**src/core/kes_pkg.sv**
```systemverilog
// Package: register map, field positions and carrier types for keyboard emulation status
package kes_pkg;

  // ****************************************************************
  // Register map, memory-mapped operational space
  // ****************************************************************
  localparam logic [11:0] KES_CONTROL_OFS = 12'h100;
  localparam logic [11:0] KES_INBYTE_OFS = 12'h104;
  localparam logic [11:0] KES_OUTBYTE_OFS = 12'h108;
  localparam logic [11:0] KES_STATUS_OFS = 12'h10C;

  // Legacy I/O ports
  localparam logic [7:0] KES_DATA_PORT = 8'h60;
  localparam logic [7:0] KES_CMD_PORT = 8'h64;

  // ****************************************************************
  // Status field positions
  // ****************************************************************
  localparam int KES_ST_OUT_FULL = 0;
  localparam int KES_ST_IN_FULL = 1;
  localparam int KES_ST_FLAG = 2;
  localparam int KES_ST_CMD_DATA = 3;
  localparam int KES_ST_INHIBIT = 4;
  localparam int KES_ST_AUX_FULL = 5;
  localparam int KES_ST_TIMEOUT = 6;
  localparam int KES_ST_PARITY = 7;

  // Control field positions
  localparam int KES_CT_EMU_EN = 0;
  localparam int KES_CT_EMU_IRQ = 1;
  localparam int KES_CT_CHAR_PEND = 2;
  localparam int KES_CT_IRQ_EN = 3;

  // Control bit 1 is a live view, never stored
  localparam logic [3:0] KES_CTRL_WMASK = 4'hD;

  // ****************************************************************
  // Reset values
  // ****************************************************************
  localparam logic [7:0] KES_STATUS_RST = 8'h00;
  localparam logic [3:0] KES_CONTROL_RST = 4'h0;
  localparam logic [7:0] KES_BYTE_RST = 8'h00;
  localparam logic [31:0] KES_WORD_RST = 32'h00000000;

  // ****************************************************************
  // Carriers
  // ****************************************************************
  typedef struct packed {
    logic rd;
    logic wr;
    logic [11:0] addr;
    logic [31:0] wdata;
  } kes_mem_req_t;

  typedef struct packed {
    logic rd;
    logic wr;
    logic [7:0] port;
    logic [7:0] wdata;
  } kes_io_req_t;

endpackage

```
**src/core/kes_sync.sv**
```systemverilog
// Module: three-stage pin synchroniser with agreement filter
`timescale 1ns/1ps
`default_nettype none

module kes_sync (
  input wire logic clk_in, // 40 MHz register clock
  input wire logic reset_n_in, // Synchronous reset, active low
  input wire logic ce_in, // Clock enable, freezes state when low
  input wire logic async_in, // Pin from outside the clock domain
  output logic level_out, // Filtered level
  output logic change_out // One-cycle pulse when level_out changes
);

  typedef struct packed {
    logic s1;
    logic s2;
    logic s3;
    logic val;
    logic chg;
  } kes_sync_state_t;

  kes_sync_state_t st;
  kes_sync_state_t next_st;

  // A change only counts once stages two and three agree; stage one feeds stage two only
  always_comb begin
    next_st = st;
    next_st.s1 = async_in;
    next_st.s2 = st.s1;
    next_st.s3 = st.s2;
    next_st.chg = (st.s2 == st.s3) && (st.s3 != st.val);
    if (st.s2 == st.s3) begin
      next_st.val = st.s3;
    end
  end

  // State register
  always_ff @(posedge clk_in) begin
    if (!reset_n_in) begin
      st <= '0;
    end else if (ce_in) begin
      st <= next_st;
    end
  end

  assign level_out = st.val;
  assign change_out = st.chg;

endmodule // kes_sync

`default_nettype wire

```
**src/core/kes_core.sv**
```systemverilog
// Module: legacy keyboard controller emulation status, control and data registers
`timescale 1ns/1ps
`default_nettype none

// Overview of operation
// Emulation on: reading command port returns the status register.
// Memory-mapped reads and writes only store values, no flag side effects.
// Data port write clears command/data bit; command port write sets it.
// Port write sets input-full unless part of a gate A20 sequence.
// Input-full high with emulation enabled holds an emulation interrupt.
// Data port read clears output-full.
// Output-full low with character pending holds an emulation interrupt.
// Aux line asserts when aux-full, output-full and IRQ enable all set.
// With IRQ enable, aux-full selects which line reports output-full.
// Bit 7 reports parity error, bit 6 reports time-out.
// Bit 4 follows keyboard inhibit switch; set means keyboard active.
// Bit 2 is a software flag; hardware ignores it.
// Software writes reserved upper status bits as zero.
// Emulation enable gates port decode and legacy interrupt lines.
// Output-full: keyboard line if aux-full low, aux line otherwise.
// Port writes with emulation on capture the byte into the input register.
// Data port read with emulation on returns the output register.
// Both interrupt conditions merge into one output, gated by enable.
// Flags reset to zero and take direct software writes.
module kes_core (
  input wire logic clk_in, // 40 MHz register clock
  input wire logic reset_n_in, // Synchronous reset, active low
  input wire logic ce_in, // Clock enable, freezes all state when low
  input wire kes_pkg::kes_mem_req_t mem_req_in, // Operational register access
  output logic [31:0] mem_rdata_out, // Register read data, one cycle after rd
  input wire kes_pkg::kes_io_req_t io_req_in, // Legacy port access
  output logic [7:0] io_rdata_out, // Port read data, one cycle after rd
  output logic io_claim_out, // Port access decoded this cycle
  input wire logic a20_seq_in, // Current port write belongs to a gate A20 sequence
  input wire logic parity_err_in, // Parity error pulse from keyboard logic
  input wire logic timeout_in, // Time-out pulse from keyboard logic
  input wire logic inhibit_sw_in, // Keyboard inhibit switch pin
  output logic emu_irq_out, // Emulation interrupt to emulation software
  output logic keyboard_irq_line_out, // Legacy keyboard interrupt line
  output logic aux_device_irq_line_out // Legacy auxiliary device interrupt line
);

  typedef struct packed {
    logic [7:0] status;
    logic [3:0] control;
    logic [7:0] inbyte;
    logic [7:0] outbyte;
    logic [7:0] io_rdata;
    logic [31:0] mem_rdata;
  } kes_core_state_t;

  kes_core_state_t st;
  kes_core_state_t next_st;

  logic inhibit_level;
  logic inhibit_change;
  logic emulation_enable;
  logic legacy_irq_enable;
  logic io_hit;
  logic io_data_port;
  logic io_cmd_port;
  logic emu_irq;

  // ****************************************************************
  // Inhibit switch synchroniser
  // ****************************************************************
  kes_sync u_inhibit_sync (
    .clk_in(clk_in),
    .reset_n_in(reset_n_in),
    .ce_in(ce_in),
    .async_in(inhibit_sw_in),
    .level_out(inhibit_level),
    .change_out(inhibit_change)
  );

  // ****************************************************************
  // Decode and interrupt conditions
  // ****************************************************************
  // Ports are only claimed while emulation is on
  assign emulation_enable = st.control[kes_pkg::KES_CT_EMU_EN];
  assign legacy_irq_enable = st.control[kes_pkg::KES_CT_IRQ_EN];
  assign io_data_port = (io_req_in.port == kes_pkg::KES_DATA_PORT);
  assign io_cmd_port = (io_req_in.port == kes_pkg::KES_CMD_PORT);
  assign io_hit = emulation_enable && (io_data_port || io_cmd_port);
  assign io_claim_out = io_hit && (io_req_in.rd || io_req_in.wr);

  // Either condition raises the single emulation interrupt
  assign emu_irq = emulation_enable &&
    (st.status[kes_pkg::KES_ST_IN_FULL] ||
    (!st.status[kes_pkg::KES_ST_OUT_FULL] && st.control[kes_pkg::KES_CT_CHAR_PEND]));
  assign emu_irq_out = emu_irq;

  // Aux-full steers output-full onto one of the two legacy lines
  assign keyboard_irq_line_out = emulation_enable && legacy_irq_enable &&
    st.status[kes_pkg::KES_ST_OUT_FULL] && !st.status[kes_pkg::KES_ST_AUX_FULL];
  assign aux_device_irq_line_out = emulation_enable && legacy_irq_enable &&
    st.status[kes_pkg::KES_ST_OUT_FULL] && st.status[kes_pkg::KES_ST_AUX_FULL];

  // ****************************************************************
  // Next state
  // ****************************************************************
  // Order: port read clear, then software write, then hardware sets, so no set is lost
  always_comb begin
    next_st = st;
    // Port read path
    if (io_hit && io_req_in.rd) begin
      if (io_data_port) begin
        next_st.io_rdata = st.outbyte;
        next_st.status[kes_pkg::KES_ST_OUT_FULL] = 1'b0;
      end else begin
        next_st.io_rdata = st.status;
      end
    end
    // Memory-mapped path stores only, reads have no effect on flags
    if (mem_req_in.wr) begin
      if (mem_req_in.addr == kes_pkg::KES_CONTROL_OFS) begin
        next_st.control = mem_req_in.wdata[3:0] & kes_pkg::KES_CTRL_WMASK;
      end else if (mem_req_in.addr == kes_pkg::KES_INBYTE_OFS) begin
        next_st.inbyte = mem_req_in.wdata[7:0];
      end else if (mem_req_in.addr == kes_pkg::KES_OUTBYTE_OFS) begin
        next_st.outbyte = mem_req_in.wdata[7:0];
      end else if (mem_req_in.addr == kes_pkg::KES_STATUS_OFS) begin
        next_st.status = mem_req_in.wdata[7:0];
      end
    end
    if (mem_req_in.rd) begin
      if (mem_req_in.addr == kes_pkg::KES_CONTROL_OFS) begin
        next_st.mem_rdata = {28'h0000000, st.control[3:2], emu_irq, st.control[0]};
      end else if (mem_req_in.addr == kes_pkg::KES_INBYTE_OFS) begin
        next_st.mem_rdata = {24'h000000, st.inbyte};
      end else if (mem_req_in.addr == kes_pkg::KES_OUTBYTE_OFS) begin
        next_st.mem_rdata = {24'h000000, st.outbyte};
      end else if (mem_req_in.addr == kes_pkg::KES_STATUS_OFS) begin
        next_st.mem_rdata = {24'h000000, st.status};
      end else begin
        next_st.mem_rdata = kes_pkg::KES_WORD_RST;
      end
    end
    // Port write path wins over a same-cycle software write
    if (io_hit && io_req_in.wr) begin
      next_st.inbyte = io_req_in.wdata;
      next_st.status[kes_pkg::KES_ST_CMD_DATA] = io_cmd_port;
      if (!a20_seq_in) begin
        next_st.status[kes_pkg::KES_ST_IN_FULL] = 1'b1;
      end
    end
    // Error reports are sticky until software writes them back
    if (parity_err_in) begin
      next_st.status[kes_pkg::KES_ST_PARITY] = 1'b1;
    end
    if (timeout_in) begin
      next_st.status[kes_pkg::KES_ST_TIMEOUT] = 1'b1;
    end
    // Only a real switch movement overrides the stored bit
    if (inhibit_change) begin
      next_st.status[kes_pkg::KES_ST_INHIBIT] = inhibit_level;
    end
  end

  // ****************************************************************
  // State register
  // ****************************************************************
  always_ff @(posedge clk_in) begin
    if (!reset_n_in) begin
      st.status <= kes_pkg::KES_STATUS_RST;
      st.control <= kes_pkg::KES_CONTROL_RST;
      st.inbyte <= kes_pkg::KES_BYTE_RST;
      st.outbyte <= kes_pkg::KES_BYTE_RST;
      st.io_rdata <= kes_pkg::KES_BYTE_RST;
      st.mem_rdata <= kes_pkg::KES_WORD_RST;
    end else if (ce_in) begin
      st <= next_st;
    end
  end

  assign mem_rdata_out = st.mem_rdata;
  assign io_rdata_out = st.io_rdata;

  logic mem_st_wr;
  logic hw_quiet;
  assign mem_st_wr = mem_req_in.wr && (mem_req_in.addr == kes_pkg::KES_STATUS_OFS);
  assign hw_quiet = !(io_hit && (io_req_in.wr || io_req_in.rd)) &&
    !parity_err_in && !timeout_in && !inhibit_change;
endmodule // kes_core

`default_nettype wire

```
**config.mk**
```make
export PLATFORM = sky130hd
export DESIGN_NAME = kes_core
export DESIGN_NICKNAME = d
export VERILOG_FILES = /design/src/core/kes_pkg.sv /design/src/core/kes_sync.sv /design/src/core/kes_core.sv
export SDC_FILE = /design/constraint.sdc
export NUM_CORES = 1
export LEC_CHECK = 0
export ABC_AREA = 0
export BUFFER_PORTS_ARGS = -buffer_cell sky130_fd_sc_hd__buf_2
export CORE_ASPECT_RATIO = 1.5
export CORE_MARGIN = 2
export CORE_UTILIZATION = 40
export DETAILED_ROUTE_END_ITERATION = 6
export PLACE_DENSITY = 0.77
export SETUP_SLACK_MARGIN = 0.4
export SLEW_MARGIN = 15
export SYNTH_ARGS = -nofsm -noshare
export SYNTH_HDL_FRONTEND = slang
export SYNTH_SLANG_ARGS = --single-unit
```
**constraint.sdc**
```tcl
create_clock -name clk_in -period 2.2 [get_ports clk_in]
set_input_delay 0 -clock clk_in [delete_from_list [all_inputs] [get_ports clk_in]]
set_output_delay 0 -clock clk_in [all_outputs]
set_load 0.05 [all_outputs]
```
Word-level counts from Yosys, hierarchy flattened
Cells that the tools add are included.
W data, S select, Z words.
Word-level totals
  logic and storage cells: 99
  memories: 0
  input port bits: 71
  bits in writable memories: 0
  latch bits: 0
  register bits after elaboration: 72
  bits in read-only memories: 0
Cells by class
  magnitude comparators: 0
  divide/modulo/power cells: 0
  $mul: 0
  add/sub/neg operators: 0
  multiplexer cells: 24
  shift operators: 0
  reduce and logical (&&, ||, !) cells: 36
  bitwise logic cells: 3
  equal/unequal tests: 20
Operator list (count)
  $mux W8: 13
  $eq A12 B9 Y1 const B: 4
  $reduce_and A6 Y1: 5
  $mux W28: 1
  $reduce_bool A2 Y1: 9
  $eq A8 B7 Y1 const B: 2
  $mux W16: 1
  $ne A2 B1 Y1 const B: 6
  $ne A2 B2 Y1 const B: 6
  $logic_and A1 B1 Y1: 11
  $mux W1: 8
  $reduce_and A2 Y1: 3
  $reduce_and A5 Y1: 1
  $mux W4: 1
  $reduce_and A4 Y1: 1
  $logic_or A1 B1 Y1: 3
  $not A1 Y1: 3
  $reduce_and A3 Y1: 1
  $logic_not A1 Y1: 2
  $eq A1 B1 Y1: 1
  $ne A1 B1 Y1: 1

Depth between registers and ports, before layout
Gate-level depths: netlist of the first run.
  depth after elaboration: 12
  depth in mapped cells: 6
  depth with buffers taken out: 4

By module
From an unflattened synthesis of the first run, not the netlist that was laid out.
Second synthesis, totals
  cells, all modules: 310
  area total of the unflattened synthesis: 2686.3 um^2
Modules (own cells, without submodules)
  kes_core: times used 1, area an instance 2479.9 um^2, cells an instance 288
  kes_sync: times used 1, area an instance 206.4 um^2, cells an instance 22

Worst setup path before layout of the first run
Ideal clock, no wire load.
  path type: input -> register
  start point: input mem_req_in[41] (netlist name)
  end point: register st[64] (netlist name)
  stages on the path: 6
  path slack: 333 ps
  required time: 2084 ps
  library setup time: 116 ps
  path buffers: 2
  data arrival time: 1752 ps
  cells stage by stage: or4b_4 buf_6 or4_1 buf_2 a311o_1 and3_1
Between the ends
  cells in the longest elaborated chain, start to end: 3
Ends and longest elaborated chain
  start: declaration: line kes_core.sv:29  | input wire kes_pkg::kes_mem_req_t mem_req_in,
  $eq A12 B9 Y1 (on tied branches)
  $ne A2 B1 Y1 (no source line) / $reduce_bool A2 Y1 (equally long branches)
  $reduce_and A6 Y1 (no source line) *
  end signal: assignment: line kes_core.sv:172  | st <= next_st;
  end: declaration: line kes_core.sv:52  | kes_core_state_t st;
Mark *: on every way between the ends. The rest lies on a longest branch, timed or not.
A chain may end at the register's enable or synchronous reset.

Worst setup path after layout of the first run
  start point: input mem_req_in[41] (netlist name)
  end point: register st[51] (netlist name)
Between the ends
  cells in the longest elaborated chain, start to end: 3
Ends and longest elaborated chain (line)
  $eq A12 B9 Y1 (on tied branches): kes_core.sv:116, kes_core.sv:118
  $ne A2 B1 Y1 (no source line) / $reduce_bool A2 Y1 (equally long branches)
  $reduce_and A4 Y1 (no source line) *
Marks and branches as above.

==> results by stage, run 1 <==
Synthesis:
- The sequential-to-total area share from yosys stat is 0.3538.
- The mean area per synthesized cell is 8.282 sq um.
- Of the post-synthesis cell area, the dominant cell type holds 0.3538.
- By count the netlist is led by 54 x sky130_fd_sc_hd__nand2_1, 48 x sky130_fd_sc_hd__dfxtp_1, 40 x sky130_fd_sc_hd__buf_4.
- The synthesis warning total is 0.
- The number of enable flip-flop cells after synthesis is 0.
- By area the synthesized netlist is led by sky130_fd_sc_hd__dfxtp_1 35%, sky130_fd_sc_hd__buf_4 11%, sky130_fd_sc_hd__nand2_1 7.5%.
- The count of state elements after synthesis is 48.
- Counting distinct cell types in the post-synthesis netlist gives 50.
- The commonest register cell after synthesis is sky130_fd_sc_hd__dfxtp_1.
- Synthesis produced 328 cells.
- The cell taking the most area after synthesis is sky130_fd_sc_hd__dfxtp_1.
- Of all flip-flops after synthesis, the portion carrying an async set or reset was 0.
- The post-synthesis instance area is 2716 sq um.
- The leading cell type by number of instances after synthesis is sky130_fd_sc_hd__nand2_1.

Worst hold path:
- The hold path startpoint is mem_req_in[3].
- The tightest min-delay check is of the in2reg type.

Clocking:
- The total CTS buffers is 5.
- The TritonCTS clock tree is built.
- Clock-pin slew was measured on the worst setup and hold paths at 0.09 ns.
- The total number of clock tree sinks is 48.
- The number of buffers on the longest clock path is 2.
- The H-tree generated during clock tree synthesis spans 2 levels.
- Once the clock tree was built, the resizer swapped 0 gates to a different size.
- The root buffer selected by CTS is sky130_fd_sc_hd__clkbuf_8.
- The later pin in the worst-skew pair is clocked with a latency of 0.30 ns.

Drt:
- Across all layers, the routed design uses 2,559 vias.
- The pre-antenna-repair detailed-routing pass consisted of 5 iterations.
- After the first detailed-routing iteration, the DRC count stood at 161.
- The via density per instance is 5.445.
- For this run, design rule violations remaining after detail routing come to 0.
- The final wirelength is 7150 um.
- The residual antenna-violating net count after detailed routing is 0.
- Dividing the detail-routed wire length by the instance count gives 15.21 um.

STA:
- Setup repair after global routing left no endpoint under its margin.
- The sum of negative setup slack is 0 ns.
- The max-slew violation count is 0.
- The peak clock frequency supported by timing is 609.3 MHz.
- Between clock sinks in the finished design, the worst skew comes to 0.006555 ns.
- Headroom to the max-slew limit came out at 0.5828.
- On the final layout, the worst hold slack is 0.02389 ns.
- The transition time of the tightest slew-check pin is 0.6216 ns.
- The worst path in the final design needs a cycle of 1.641 ns, including I/O delays and setup.
- Setup violations remaining at the end of the flow were counted as 0.
- The number of hold violations in the final report is 0.
- In the finished design, the share of the clock period the worst path needs comes to 0.7460.

Placed design:
- The detailed placer's ending HPWL is 5511 um.
- Routability-driven placement finished with a final weighted congestion of 0.9174.
- The count of buffers inserted at the top-level ports is 66.

Die:
- The placeable core region is 6531 sq um.
- The overall die area is 7480 sq um.
- The die boundary width is 71.29 um.
- The initial cell density of the core is 0.4159.
- The number of top-level pins is 115.
- The number of cell rows is 36.
- From bottom edge to top edge, the die measures 104.9 um.

GRT:
- The first global-routing pass estimated 12,100 um of wire.
- The total overflow reported by the global router is 0.
- The number of antenna violations at the first check in global routing came to 0.
- The total global routing track utilization is 0.2036.
- Entering global routing, the biggest net connects 24 pins.
- The via count of the first global-routing pass is 2,507.

Setup path:
- The highest fanout seen on the critical path is 9.
- On the worst path, the slowest cell contributes a delay of 0.59 ns.
- In this design, the largest share of critical-path delay is due to simple AND/OR/NAND/NOR gates.
- The startpoint of the lowest-slack register-to-register path is emulation_enable$_SDFFE_PN0P_.
- Counting both buffers and inverters, the worst setup path holds a total of 2.
- For the worst setup path, the data required time is 2.34 ns.
- The type of the worst setup path is in2reg.
- The type of element launching the critical path is an input pin.
- At the worst endpoint, the arrival time is 1.79 ns.
- In this run the worst setup path begins at mem_req_in[41].
- The worst-path cell with the longest stage delay is sky130_fd_sc_hd__or4b_4.
- The worst setup path is captured at a flop.
- The signal on the critical path passes through buf_2 -> or4b_4 -> or3_1 -> nor4b_4 -> buf_4 -> a221oi_1.

Power:
- The share of total power in combinational logic is 0.144.
- Dividing total power by cell area gives a power density of 550.6 nW/um^2.
- Of the total power, the share spent switching nets is 0.2709.
- The clock group share of total power is 0.357.
- For this design the static power due to leakage is 1.299 nW.
- The fraction of power consumed by sequential logic is 0.499.
- The worst ir drop on vdd is 378.5 uV.
- The internal power is 0.001286 W.
- The switching power is 0.0004777 W.

Finish:
- The final antenna diode count is 0.
- The area growth from synthesis to layout is 17.92%.
- The net count of the finished layout is 464.
- Of the cells placed in the final design, the portion with a size suffix greater than 1 is 0.2690.

Status:
- The flow ran to the end, and the final reports show no timing, DRC or antenna violations.

Flow run:
- The max capacitance violation total is 0.
[cell usage in the layout (no fill, tap or decap), types with 2 or more instances in the layout]
cell type | netlist | final
sky130_fd_sc_hd__a211oi_1 | 6 | 6
sky130_fd_sc_hd__a21oi_1 | 10 | 10
sky130_fd_sc_hd__a221oi_1 | 8 | 8
sky130_fd_sc_hd__a22o_1 | 2 | 2
sky130_fd_sc_hd__a311oi_1 | 7 | 7
sky130_fd_sc_hd__a31oi_1 | 2 | 2
sky130_fd_sc_hd__and2_1 | 2 | 2
sky130_fd_sc_hd__buf_2 | 2 | 66
sky130_fd_sc_hd__buf_4 | 40 | 17
sky130_fd_sc_hd__clkbuf_8 | 0 | 5
sky130_fd_sc_hd__conb_1 | 1 | 24
sky130_fd_sc_hd__dfxtp_1 | 48 | 48
sky130_fd_sc_hd__dlygate4sd3_1 | 0 | 11
sky130_fd_sc_hd__inv_1 | 14 | 14
sky130_fd_sc_hd__mux2i_1 | 18 | 18
sky130_fd_sc_hd__mux4_2 | 4 | 4
sky130_fd_sc_hd__nand2_1 | 54 | 54
sky130_fd_sc_hd__nand3_1 | 12 | 12
sky130_fd_sc_hd__nand4_1 | 2 | 2
sky130_fd_sc_hd__nor2_1 | 23 | 23
sky130_fd_sc_hd__nor3_1 | 7 | 7
sky130_fd_sc_hd__nor4_1 | 5 | 5
sky130_fd_sc_hd__nor4_2 | 2 | 2
sky130_fd_sc_hd__o21ai_0 | 11 | 11
sky130_fd_sc_hd__o221ai_1 | 3 | 3
sky130_fd_sc_hd__or2_2 | 3 | 3
sky130_fd_sc_hd__or3_1 | 3 | 3
sky130_fd_sc_hd__or4_1 | 2 | 2
[path summary, 6_finish.rpt]
kind,slack [ns],to,cells after the start
max,0.56,st[51]$_SDFFE_PN0P_,6
min,0.02,st[51]$_SDFFE_PN0P_,3
max reg2reg,0.60,st[61]$_SDFFE_PN0P_,5
min reg2reg,0.47,st[50]$_SDFFE_PN0P_,2
[logic make-up after synthesis]
logic type	after synthesis	share of synthesized area
flops	48	0.3538
other cells	1	0.001381
mux	23	0.1036
compound gates	56	0.1451
simple gates	127	0.2358
buf+inv	73	0.1603
[power groups by stage]
stage	combinational (W)	sequential (W)	clock, W
2_1_floorplan	0.000196	0.000898	0
3_3_place_gp	0.000233	0.000899	0
3_5_place_dp	0.000237	0.000900	0
4_1_cts	0.000252	0.000879	0.000638
5_1_grt	0.000273	0.000880	0.000671
6_report	0.000254	0.000879	0.000630
[layout make-up]
cell class / count / area [sq um]
Tap cell: 76 / 95.09
Fill cell: 626 / 3328
Inverter: 14 / 52.55
Timing Repair Buffer: 94 / 568.0
Clock buffer: 6 / 72.57
Sequential cell: 48 / 960.9
Multi-Input combinational cell: 230 / 1419
Clock inverter: 2 / 35.03
[worst register-to-register path: cells and delay by family, from the launching register on]
kind	cells	cell delay [ns]
buffers and inverters	1	0.15
AO/OA/AOI/OAI	1	0.11
flip-flops	1	0.34
AND/OR/NAND/NOR	3	0.94
[state kept, by name, indices dropped and copies added (netlist names), 2 cells and up]
name / cells
io_rdata_out: 8
mem_rdata_out: 8
u_inhibit_sync.next_st: 2
st: 25
[per-layer routing]
metal  global-route usage  share of wire  up-vias
li1                     -              -     1226
met1               0.2353           0.37     1180
met2               0.3413           0.51      125
met3              0.02989          0.067       28
met4               0.1321          0.059        0
met5                    0              0        -
[metrics by stage]
step	cell area [sq um]	std cells	worst slack [ns]	power, W	util
after floorplan	2804	351	0.3914	0.001095	-
after global placement	2978	450	0.2714	0.001133	0.4559
after detailed placement	2978	450	0.1837	0.001137	0.4559
after CTS	3196	469	0.5051	0.001769	0.4893
final	3203	470	0.5589	0.001764	0.4904
after global routing	3203	470	0.4571	0.001825	0.4904
[what timing repair did]
item	CTS	global route
hold buffers	11	0
endpoints found under the setup margin	0	3
setup buffers	0	1
hold endpoints to repair	16	0
Power figures use the tool's default switching activity.
==> run 2: changes to the inputs <==
--- a/config.mk
+++ b/config.mk
@@ -5,13 +5,13 @@
 export SDC_FILE = /design/constraint.sdc
 export NUM_CORES = 1
 export LEC_CHECK = 0
-export ABC_AREA = 0
+export ABC_AREA = 1
 export BUFFER_PORTS_ARGS = -buffer_cell sky130_fd_sc_hd__buf_2
 export CORE_ASPECT_RATIO = 1.5
 export CORE_MARGIN = 2
 export CORE_UTILIZATION = 40
 export DETAILED_ROUTE_END_ITERATION = 6
-export PLACE_DENSITY = 0.77
+export PLACE_DENSITY = 0.75
 export SETUP_SLACK_MARGIN = 0.4
 export SLEW_MARGIN = 15
 export SYNTH_ARGS = -nofsm -noshare
==> constraint.sdc (replaced) <==
create_clock -name clk_in -period 1.7 [get_ports clk_in]
set_input_delay 0 -clock clk_in [delete_from_list [all_inputs] [get_ports clk_in]]
set_output_delay 0 -clock clk_in [all_outputs]
set_load 0.05 [all_outputs]
==> results by stage, run 2 <==
Status:
- The run finished, with violations left.
- The checks that failed: hold timing.

Setup path:
- The worst register-to-register path begins at emulation_enable$_SDFFE_PN0P_.
- The required time at the worst-slack endpoint is 1.70 ns (-0.64 ns).
- The endpoint identified for the worst register-to-register timing path is io_rdata_out[4]$_SDFFE_PN0P_.
- The endpoint arrival time on the critical path is 1.25 ns (-0.54 ns).
- The endpoint kind of the worst setup timing path is an output pin.
- The cell depth of the worst flop-to-flop path was 3 (-2).
- The critical path goes through nand3_1 -> nor2_1 -> buf_2.
- The launching element of the worst setup path is emulation_enable$_SDFFE_PN0P_.
- The critical path's largest stage delay came to 0.43 ns (-0.16 ns).
- The worst setup slack for register-to-register paths is 0.58 ns (-0.02 ns).
- The type of the worst setup path is reg2out.
- The highest fanout seen on the critical path was 7 (-2).
- The worst-path cell with the longest stage delay is sky130_fd_sc_hd__dfxtp_4.
- The worst setup path is launched from a flop.

Placed design:
- The detailed placer's ending HPWL is 6450 um (+17%).
- The count of buffers inserted at the top-level ports was 66 (unchanged).
- The total placed instance area is 3413 sq um (+15%).
- The routability-driven placement congestion ratio is 0.9827 (+7.1%).

Die:
- The initial cell density of the core is 0.4047 (-0.01115).
- The number of cell rows was 40 (+11%).
- The die boundary width is 77.04 um (+8.1%).
- The placeable core region is 7908 sq um (+21%).
- The overall die area was 8748 sq um (+17%).
- The height of the die is 113.6 um (+8.2%).
- The number of top-level pins is 115 (unchanged).

Synthesis:
- The number of enable flip-flop cells after synthesis is 0 (unchanged).
- The post-synthesis instance area came to 3201 sq um (+18%).
- The count of state elements after synthesis was 48 (unchanged).
- The sequential-to-total area share from yosys stat is 0.3002 (-0.05352).
- The cell taking the most area after synthesis is sky130_fd_sc_hd__dfxtp_1.
- The share of synthesized registers carrying an async set or reset was 0 (unchanged).
- The number of distinct library cell variants in the gate-level netlist after synthesis was 36 (-28%).
- The fraction of synthesized cell area taken by the top area cell type came to 0.3002 (-0.05352).
- By count the netlist is led by 93 x sky130_fd_sc_hd__nand2_1, 55 x sky130_fd_sc_hd__inv_1, 48 x sky130_fd_sc_hd__dfxtp_1.
- By area the synthesized netlist is led by sky130_fd_sc_hd__dfxtp_1 30%, sky130_fd_sc_hd__nand2_1 11%, sky130_fd_sc_hd__buf_4 10%.
- The synthesis warning total came to 0 (unchanged).
- The mean area per synthesized cell came to 6.810 sq um (-18%).
- The cell count after synthesis is 470 (+43%).
- For this run, the leading register cell type out of synthesis is sky130_fd_sc_hd__dfxtp_1.
- The leading cell type by number of instances after synthesis is sky130_fd_sc_hd__nand2_1.

Clocking:
- The number of buffers on the longest clock path was 2 (unchanged).
- The clock transition time at the flip-flop clock pins of the worst setup and hold paths is 0.06 ns (-0.03 ns).
- The total CTS buffers is 5 (unchanged).
- The total number of clock tree sinks is 48 (unchanged).
- The level count of the clock H-tree came to 2 (unchanged).
- The latest clock arrival within the worst-skew pair was 0.29 ns (about the same).
- The TritonCTS clock tree is built.
- The tree is rooted in a sky130_fd_sc_hd__clkbuf_16.

GRT:
- The total global routing track utilization was 0.1865 (-0.01711).
- The largest net degree at the start of global routing was 36 (+50%).
- The number of antenna violations at the first check in global routing is 0 (unchanged).
- The global-route wire length before repair is 13,020 um (+7.6%).
- The total overflow reported by the global router is 0 (unchanged).
- The via count of the first global-routing pass is 2,832 (+13%).

Drt:
- The violation count after the first detailed-route iteration is 223 (+39%).
- The residual antenna-violating net count after detailed routing is 0 (unchanged).
- The per-cell routed wire length is 13.08 um (-14%).
- The final wirelength came to 8227 um (+15%).
- The detailed-route DRC error count is 0 (unchanged).
- The first-pass iteration count of the detailed router was 5 (unchanged).
- The via count is 3,048 (+19%).
- The via density per instance was 4.846 (-11%).

STA:
- The tightest hold margin is -0.007049 ns (-0.03094 ns).
- The sum of negative setup slack came to 0 ns (unchanged).
- Setup repair after global routing could not meet its margin everywhere.
- The max-slew violation count is 0 (unchanged).
- The peak clock frequency supported by timing is 803.1 MHz.
- The final critical delay including setup and external delays is 1.245 ns.
- Of the available clock period, the critical path in the final layout requires 0.7324.
- The setup clock skew after layout is 0.006950 ns (+0.0003942 ns).
- The final-report setup violation count is 0 (unchanged).
- The number of hold violations in the final report is 1 (+1).

Finish:
- The flip-flop count of the largest register, all copies and words added was 25 (unchanged).
- The final non-filler cell area is 3625 sq um (+13%).
- More flip-flops sit in one register than any other, and that register is st.
- The most frequent standard cell in the layout excluding fill and tap cells is sky130_fd_sc_hd__nand2_1.
- The count of nets after finishing is 594 (+28%).
- The share of layout cells above drive strength 1 is 0.2366 (-0.03239).
- The final antenna diode count is 0 (unchanged).
- The area growth from synthesis to layout is 13.25%.
- The library cells used most frequently in the layout, excluding fill and tap cells, are 93 x sky130_fd_sc_hd__nand2_1, 64 x sky130_fd_sc_hd__buf_2, 55 x sky130_fd_sc_hd__inv_1.

Flow run:
- The max capacitance violation total is 0 (unchanged).

Worst hold path:
- The startpoint identified for the worst hold timing path is mem_req_in[7].
- The path with the worst hold slack has its endpoint at st[47]$_SDFFE_PN0P_.
- The worst hold path depth came to 3 (unchanged).
- The worst hold path belongs to the class in2reg.

Power:
- The worst ir drop on vdd came to 400.5 uV (+5.8%).
- The leakage power figure is 1.837 nW (+41%).
- The power density relative to cell area is 692.8 nW/um^2 (+26%).
run 2: cell count changes after synthesis, moves of 11 or more:
cell	before	now
sky130_fd_sc_hd__a21oi_1	10	39
sky130_fd_sc_hd__clkbuf_1	13	2
sky130_fd_sc_hd__nand3_1	12	41
sky130_fd_sc_hd__inv_1	14	55
sky130_fd_sc_hd__nor2_1	23	35
sky130_fd_sc_hd__nand2_1	54	93
sky130_fd_sc_hd__o21ai_0	11	35
sky130_fd_sc_hd__mux2i_1	18	0
run 2: worst max-delay path by stage:
stage / endpoint / cells after the start / slack (ns)
global placement: st[54]$_SDFFE_PN0P_ / 11 / 0.23
CTS: emu_irq_out / 4 / 0.44
detailed placement: st[51]$_SDFFE_PN0P_ / 11 / 0.17
global route: st[67]$_SDFFE_PN0P_ / 9 / 0.39
floorplan: mem_rdata_out[1]$_SDFFE_PN0P_ / 5 / 0.43
finish: keyboard_irq_line_out / 3 / 0.45
run 2: layer usage:
| layer | up-vias | wire, um | GRT usage | part of all wire |
|---|---|---|---|---|
| met1 | 1364 | 3288 | 0.2078 | 0.40 |
| met3 | 15 | 453 | 0.02453 | 0.055 |
| met4 | 0 | 206 | 0.07143 | 0.025 |
| li1 | 1552 | - | - | - |
| met5 | - | 0 | 0 | 0 |
| met2 | 117 | 4278 | 0.3561 | 0.52 |
run 2: cells by family (layout without fill, tap and decap cells):
group | after synthesis | count (layout) | share of synthesized area
simple gates | 210 | 210 | 0.3425
other cells | 1 | 24 | 0.001172
buf+inv | 120 | 151 | 0.2021
flops | 48 | 48 | 0.3002
compound gates | 91 | 91 | 0.1540
run 2: cell type report:
cell class	count	area (sq um)
well taps	105	131.4
inverters	66	247.7
repair buffers	77	439.2
clock buffers	8	146.4
flip-flops and latches	48	964.7
fillers	850	4283
multi-input cells	325	1695
run 2: critical path, delay by kind of cell (launching register included):
family | cells | cell delay (ns)
AND/OR/NAND/NOR | 2 | 0.25
flip-flops | 1 | 0.43
buffers and inverters | 1 | 0.27
run 2: timing repair:
item | CTS | global route
resized for setup | 4 | 2
hold buffers | 2 | 0
pin swaps | 0 | 1
setup buffers | 0 | 2
hold endpoints to repair | 3 | 0
endpoints found under the setup margin | 21 | 6
run 2: per-stage QoR:
step / worst slack [ns] / utilization / instances / power, W
6_report: 0.4549 / 0.4584 / 629 / 0.002511
5_1_grt: 0.3923 / 0.4584 / 629 / 0.002587
4_1_cts: 0.4437 / 0.4538 / 627 / 0.002509
3_5_place_dp: 0.1705 / 0.4316 / 617 / 0.001543
3_3_place_gp: 0.2259 / 0.4316 / 617 / 0.001537
2_1_floorplan: 0.4307 / - / 493 / 0.001484
run 2: power breakdown:
| part | internal [W] | switching, W | leakage (nW) |
|---|---|---|---|
| combinational | 0.0000912 | 0.000287 | 1.38 |
| sequential | 0.00114 | 0.00000815 | 0.389 |
| clock | 0.000587 | 0.000402 | 0.0712 |
| total | 0.00181 | 0.000697 | 1.84 |
==> run 3: changes to the inputs <==
==> constraint.sdc (replaced) <==
create_clock -name clk_in -period 1.3 [get_ports clk_in]
set_input_delay 0 -clock clk_in [delete_from_list [all_inputs] [get_ports clk_in]]
set_output_delay 0 -clock clk_in [all_outputs]
set_load 0.05 [all_outputs]
==> results by stage, run 3 (synthesis gave the netlist of run 2 again) <==
Clocking:
- The total CTS buffers is 5 (unchanged).
- TritonCTS built the clock tree.
- The total number of clock tree sinks is 48 (unchanged).
- The level count of the clock H-tree came to 2 (unchanged).
- The number of buffers on the longest clock path is 2 (unchanged).
- The tree is rooted in a sky130_fd_sc_hd__clkbuf_16.
- The clock transition time at the flip-flop clock pins of the worst setup and hold paths is 0.07 ns (about the same).
- The latest clock arrival within the worst-skew pair is 0.29 ns (about the same).

Finish:
- The count of nets after finishing is 637 (+7.2%).
- The synthesis-to-layout area growth is 44.84%.
- The flip-flop count of the largest register, all copies and words added is 25 (unchanged).
- The top cell types in the final layout, fill and taps aside, are 82 x sky130_fd_sc_hd__nand2_1, 44 x sky130_fd_sc_hd__inv_1, 43 x sky130_fd_sc_hd__buf_2.
- Leaving out fill and tap cells, the most frequent cell in the layout is sky130_fd_sc_hd__nand2_1.
- The share of layout cells above drive strength 1 is 0.4656 (+0.2290).
- The final core utilization came to 0.5862 (+0.1278).
- The final antenna diode count is 0 (unchanged).
- The register containing the most flip-flops in the final layout is st.

Setup path:
- The endpoint kind of the worst setup timing path is an output pin.
- The endpoint arrival time on the critical path is 1.17 ns (-0.08 ns).
- The cell class contributing the biggest share of worst-path delay is buffers and inverters.
- The slowest stage of the critical path belongs to the cell sky130_fd_sc_hd__dfxtp_2.
- The type of the worst setup path is reg2out.
- The required time at the worst-slack endpoint is 1.30 ns (-0.40 ns).
- The critical path goes through buf_12 -> inv_4 -> a21oi_4 -> buf_6.
- The type of element launching the critical path is a flop.
- The count of buffering cells on the critical path with inverters included came to 3 (+2).
- The worst setup slack for register-to-register paths was 0.14 ns (-0.44 ns).
- The highest fanout seen on the critical path is 8 (+1).
- The critical path's largest stage delay came to 0.35 ns (-0.08 ns).

Die:
- The height of the die is 113.6 um (unchanged).
- The initial cell density of the core is 0.4047 (unchanged).
- The placeable core region is 7908 sq um (unchanged).
- The overall die area is 8748 sq um (unchanged).
- The number of cell rows is 40 (unchanged).
- The die boundary width is 77.04 um (unchanged).
- The number of top-level pins is 115 (unchanged).

Drt:
- The detailed-route DRC error count was 0 (unchanged).
- The residual antenna-violating net count after detailed routing is 0 (unchanged).
- The violation count after the first detailed-route iteration is 203 (-9.0%).
- The via density per instance is 4.969 (+2.5%).
- The final wirelength is 9677 um (+18%).
- The via count is 3,339 (+9.5%).
- The per-cell routed wire length is 14.40 um (+10%).
- The first-pass iteration count of the detailed router came to 4 (-1).

STA:
- The setup clock skew after layout was 0.008926 ns (+0.001976 ns).
- The final-report setup violation count is 0 (unchanged).
- Setup repair after global routing could not meet its margin everywhere.
- The number of hold violations in the final report is 0 (-1).
- The peak clock frequency supported by timing is 855.7 MHz.
- The routed design could run at a clock period as short as 1.169 ns.
- The max-slew violation count came to 0 (unchanged).
- The portion of the clock cycle consumed by the worst path in the final layout is 0.8990.

Power:
- The post-layout total power came to 0.003386 W (+35%).
- The leakage power figure came to 2.190 nW (+19%).
- The worst ir drop on vdd came to 522.9 uV (+31%).
- The power density relative to cell area is 730.5 nW/um^2 (+5.4%).

Flow run:
- The max capacitance violation total was 0 (unchanged).

Placed design:
- The count of buffers inserted at the top-level ports is 66 (unchanged).
- The detailed placer's ending HPWL is 6925 um (+7.4%).
- The routability-driven placement congestion ratio was 0.9560 (-2.7%).

Status:
- The flow ran to the end, and the final reports show no timing, DRC or antenna violations.

Worst hold path:
- The tightest min-delay check is of the in2reg type.

GRT:
- The total overflow reported by the global router is 0 (unchanged).
- The largest net degree at the start of global routing is 27 (-25%).
- The number of antenna violations at the first check in global routing is 0 (unchanged).
- The via count of the first global-routing pass is 3,176 (+12%).
- The total global routing track utilization is 0.2184 (+0.03190).
- The global-route wire length before repair is 15,110 um (+16%).
run 3: cell count changes in the layout (fill, tap and decap cells not counted), sizes merged:
| cell | previous run | this run |
|---|---|---|
| nand4 | 6 | 7 |
| buf | 75 | 100 |
| clkinv | 4 | 5 |
| clkbuf | 8 | 19 |
| dlygate4sd3 | 2 | 6 |
| clkinvlp | 0 | 1 |
run 3: stage by stage:
| step | setup TNS, ns | setup slack, ns | instances | hold WS, ns | instance area, sq um |
|---|---|---|---|---|---|
| floorplan | 0 | 0.2220 | 493 | 0.1349 | 3467 |
| global placement | -0.002095 | -0.002095 | 633 | 0.2272 | 3692 |
| detailed placement | -0.01161 | -0.01133 | 633 | 0.2382 | 3692 |
| CTS | 0 | 0.1577 | 663 | 0.01254 | 4250 |
| global route | 0 | 0.06703 | 672 | 0.02382 | 4636 |
| finish | 0 | 0.1313 | 672 | 0.01228 | 4636 |
run 3: timing repair:
item                                   in CTS  in global routing
hold buffers                                6                  0
gates cloned                                2                  1
setup endpoints to repair                  43                 58
buffers inserted                           14                  8
endpoints found under the hold margin       8                  0
pin swaps                                  20                 41
gates resized for setup                    60                 92
run 3: tightest hold or removal path, cell delays in order:
cell and delay [ns]:
sky130_fd_sc_hd__buf_2 0.13, sky130_fd_sc_hd__inv_1 0.09, sky130_fd_sc_hd__a21oi_2 0.06
run 3: routing by layer:
layer	wire (um)	GRT usage
met5	0	0
met1	3468	0.2308
met2	5200	0.4211
met3	548	0.03165
met4	460	0.1012
run 3: report_power, final:
part	internal [W]	switching, W
Sequential	0.00148	0.0000147
Combinational	0.000185	0.000434
Clock	0.000717	0.000554
run 3: path summary, 6_finish.rpt:
check	cells past startpoint	endpoint	start
worst max-delay path	4	emu_irq_out	emulation_enable$_SDFFE_PN0P_
worst min register to register	2	io_rdata_out[6]$_SDFFE_PN0P_	io_rdata_out[6]$_SDFFE_PN0P_
worst min-delay path	3	st[42]$_SDFFE_PN0P_	mem_req_in[2]
worst max register to register	7	st[49]$_SDFFE_PN0P_	emulation_enable$_SDFFE_PN0P_
run 3: final cells by class:
type	instances	area, sq um
well taps	105	131.4
inverters	66	282.8
clock inverters	2	16.27
multi-input cells	326	2115
fillers	717	3272
repair buffers	119	974.7
clock buffers	6	128.9
flip-flops and latches	48	987.2
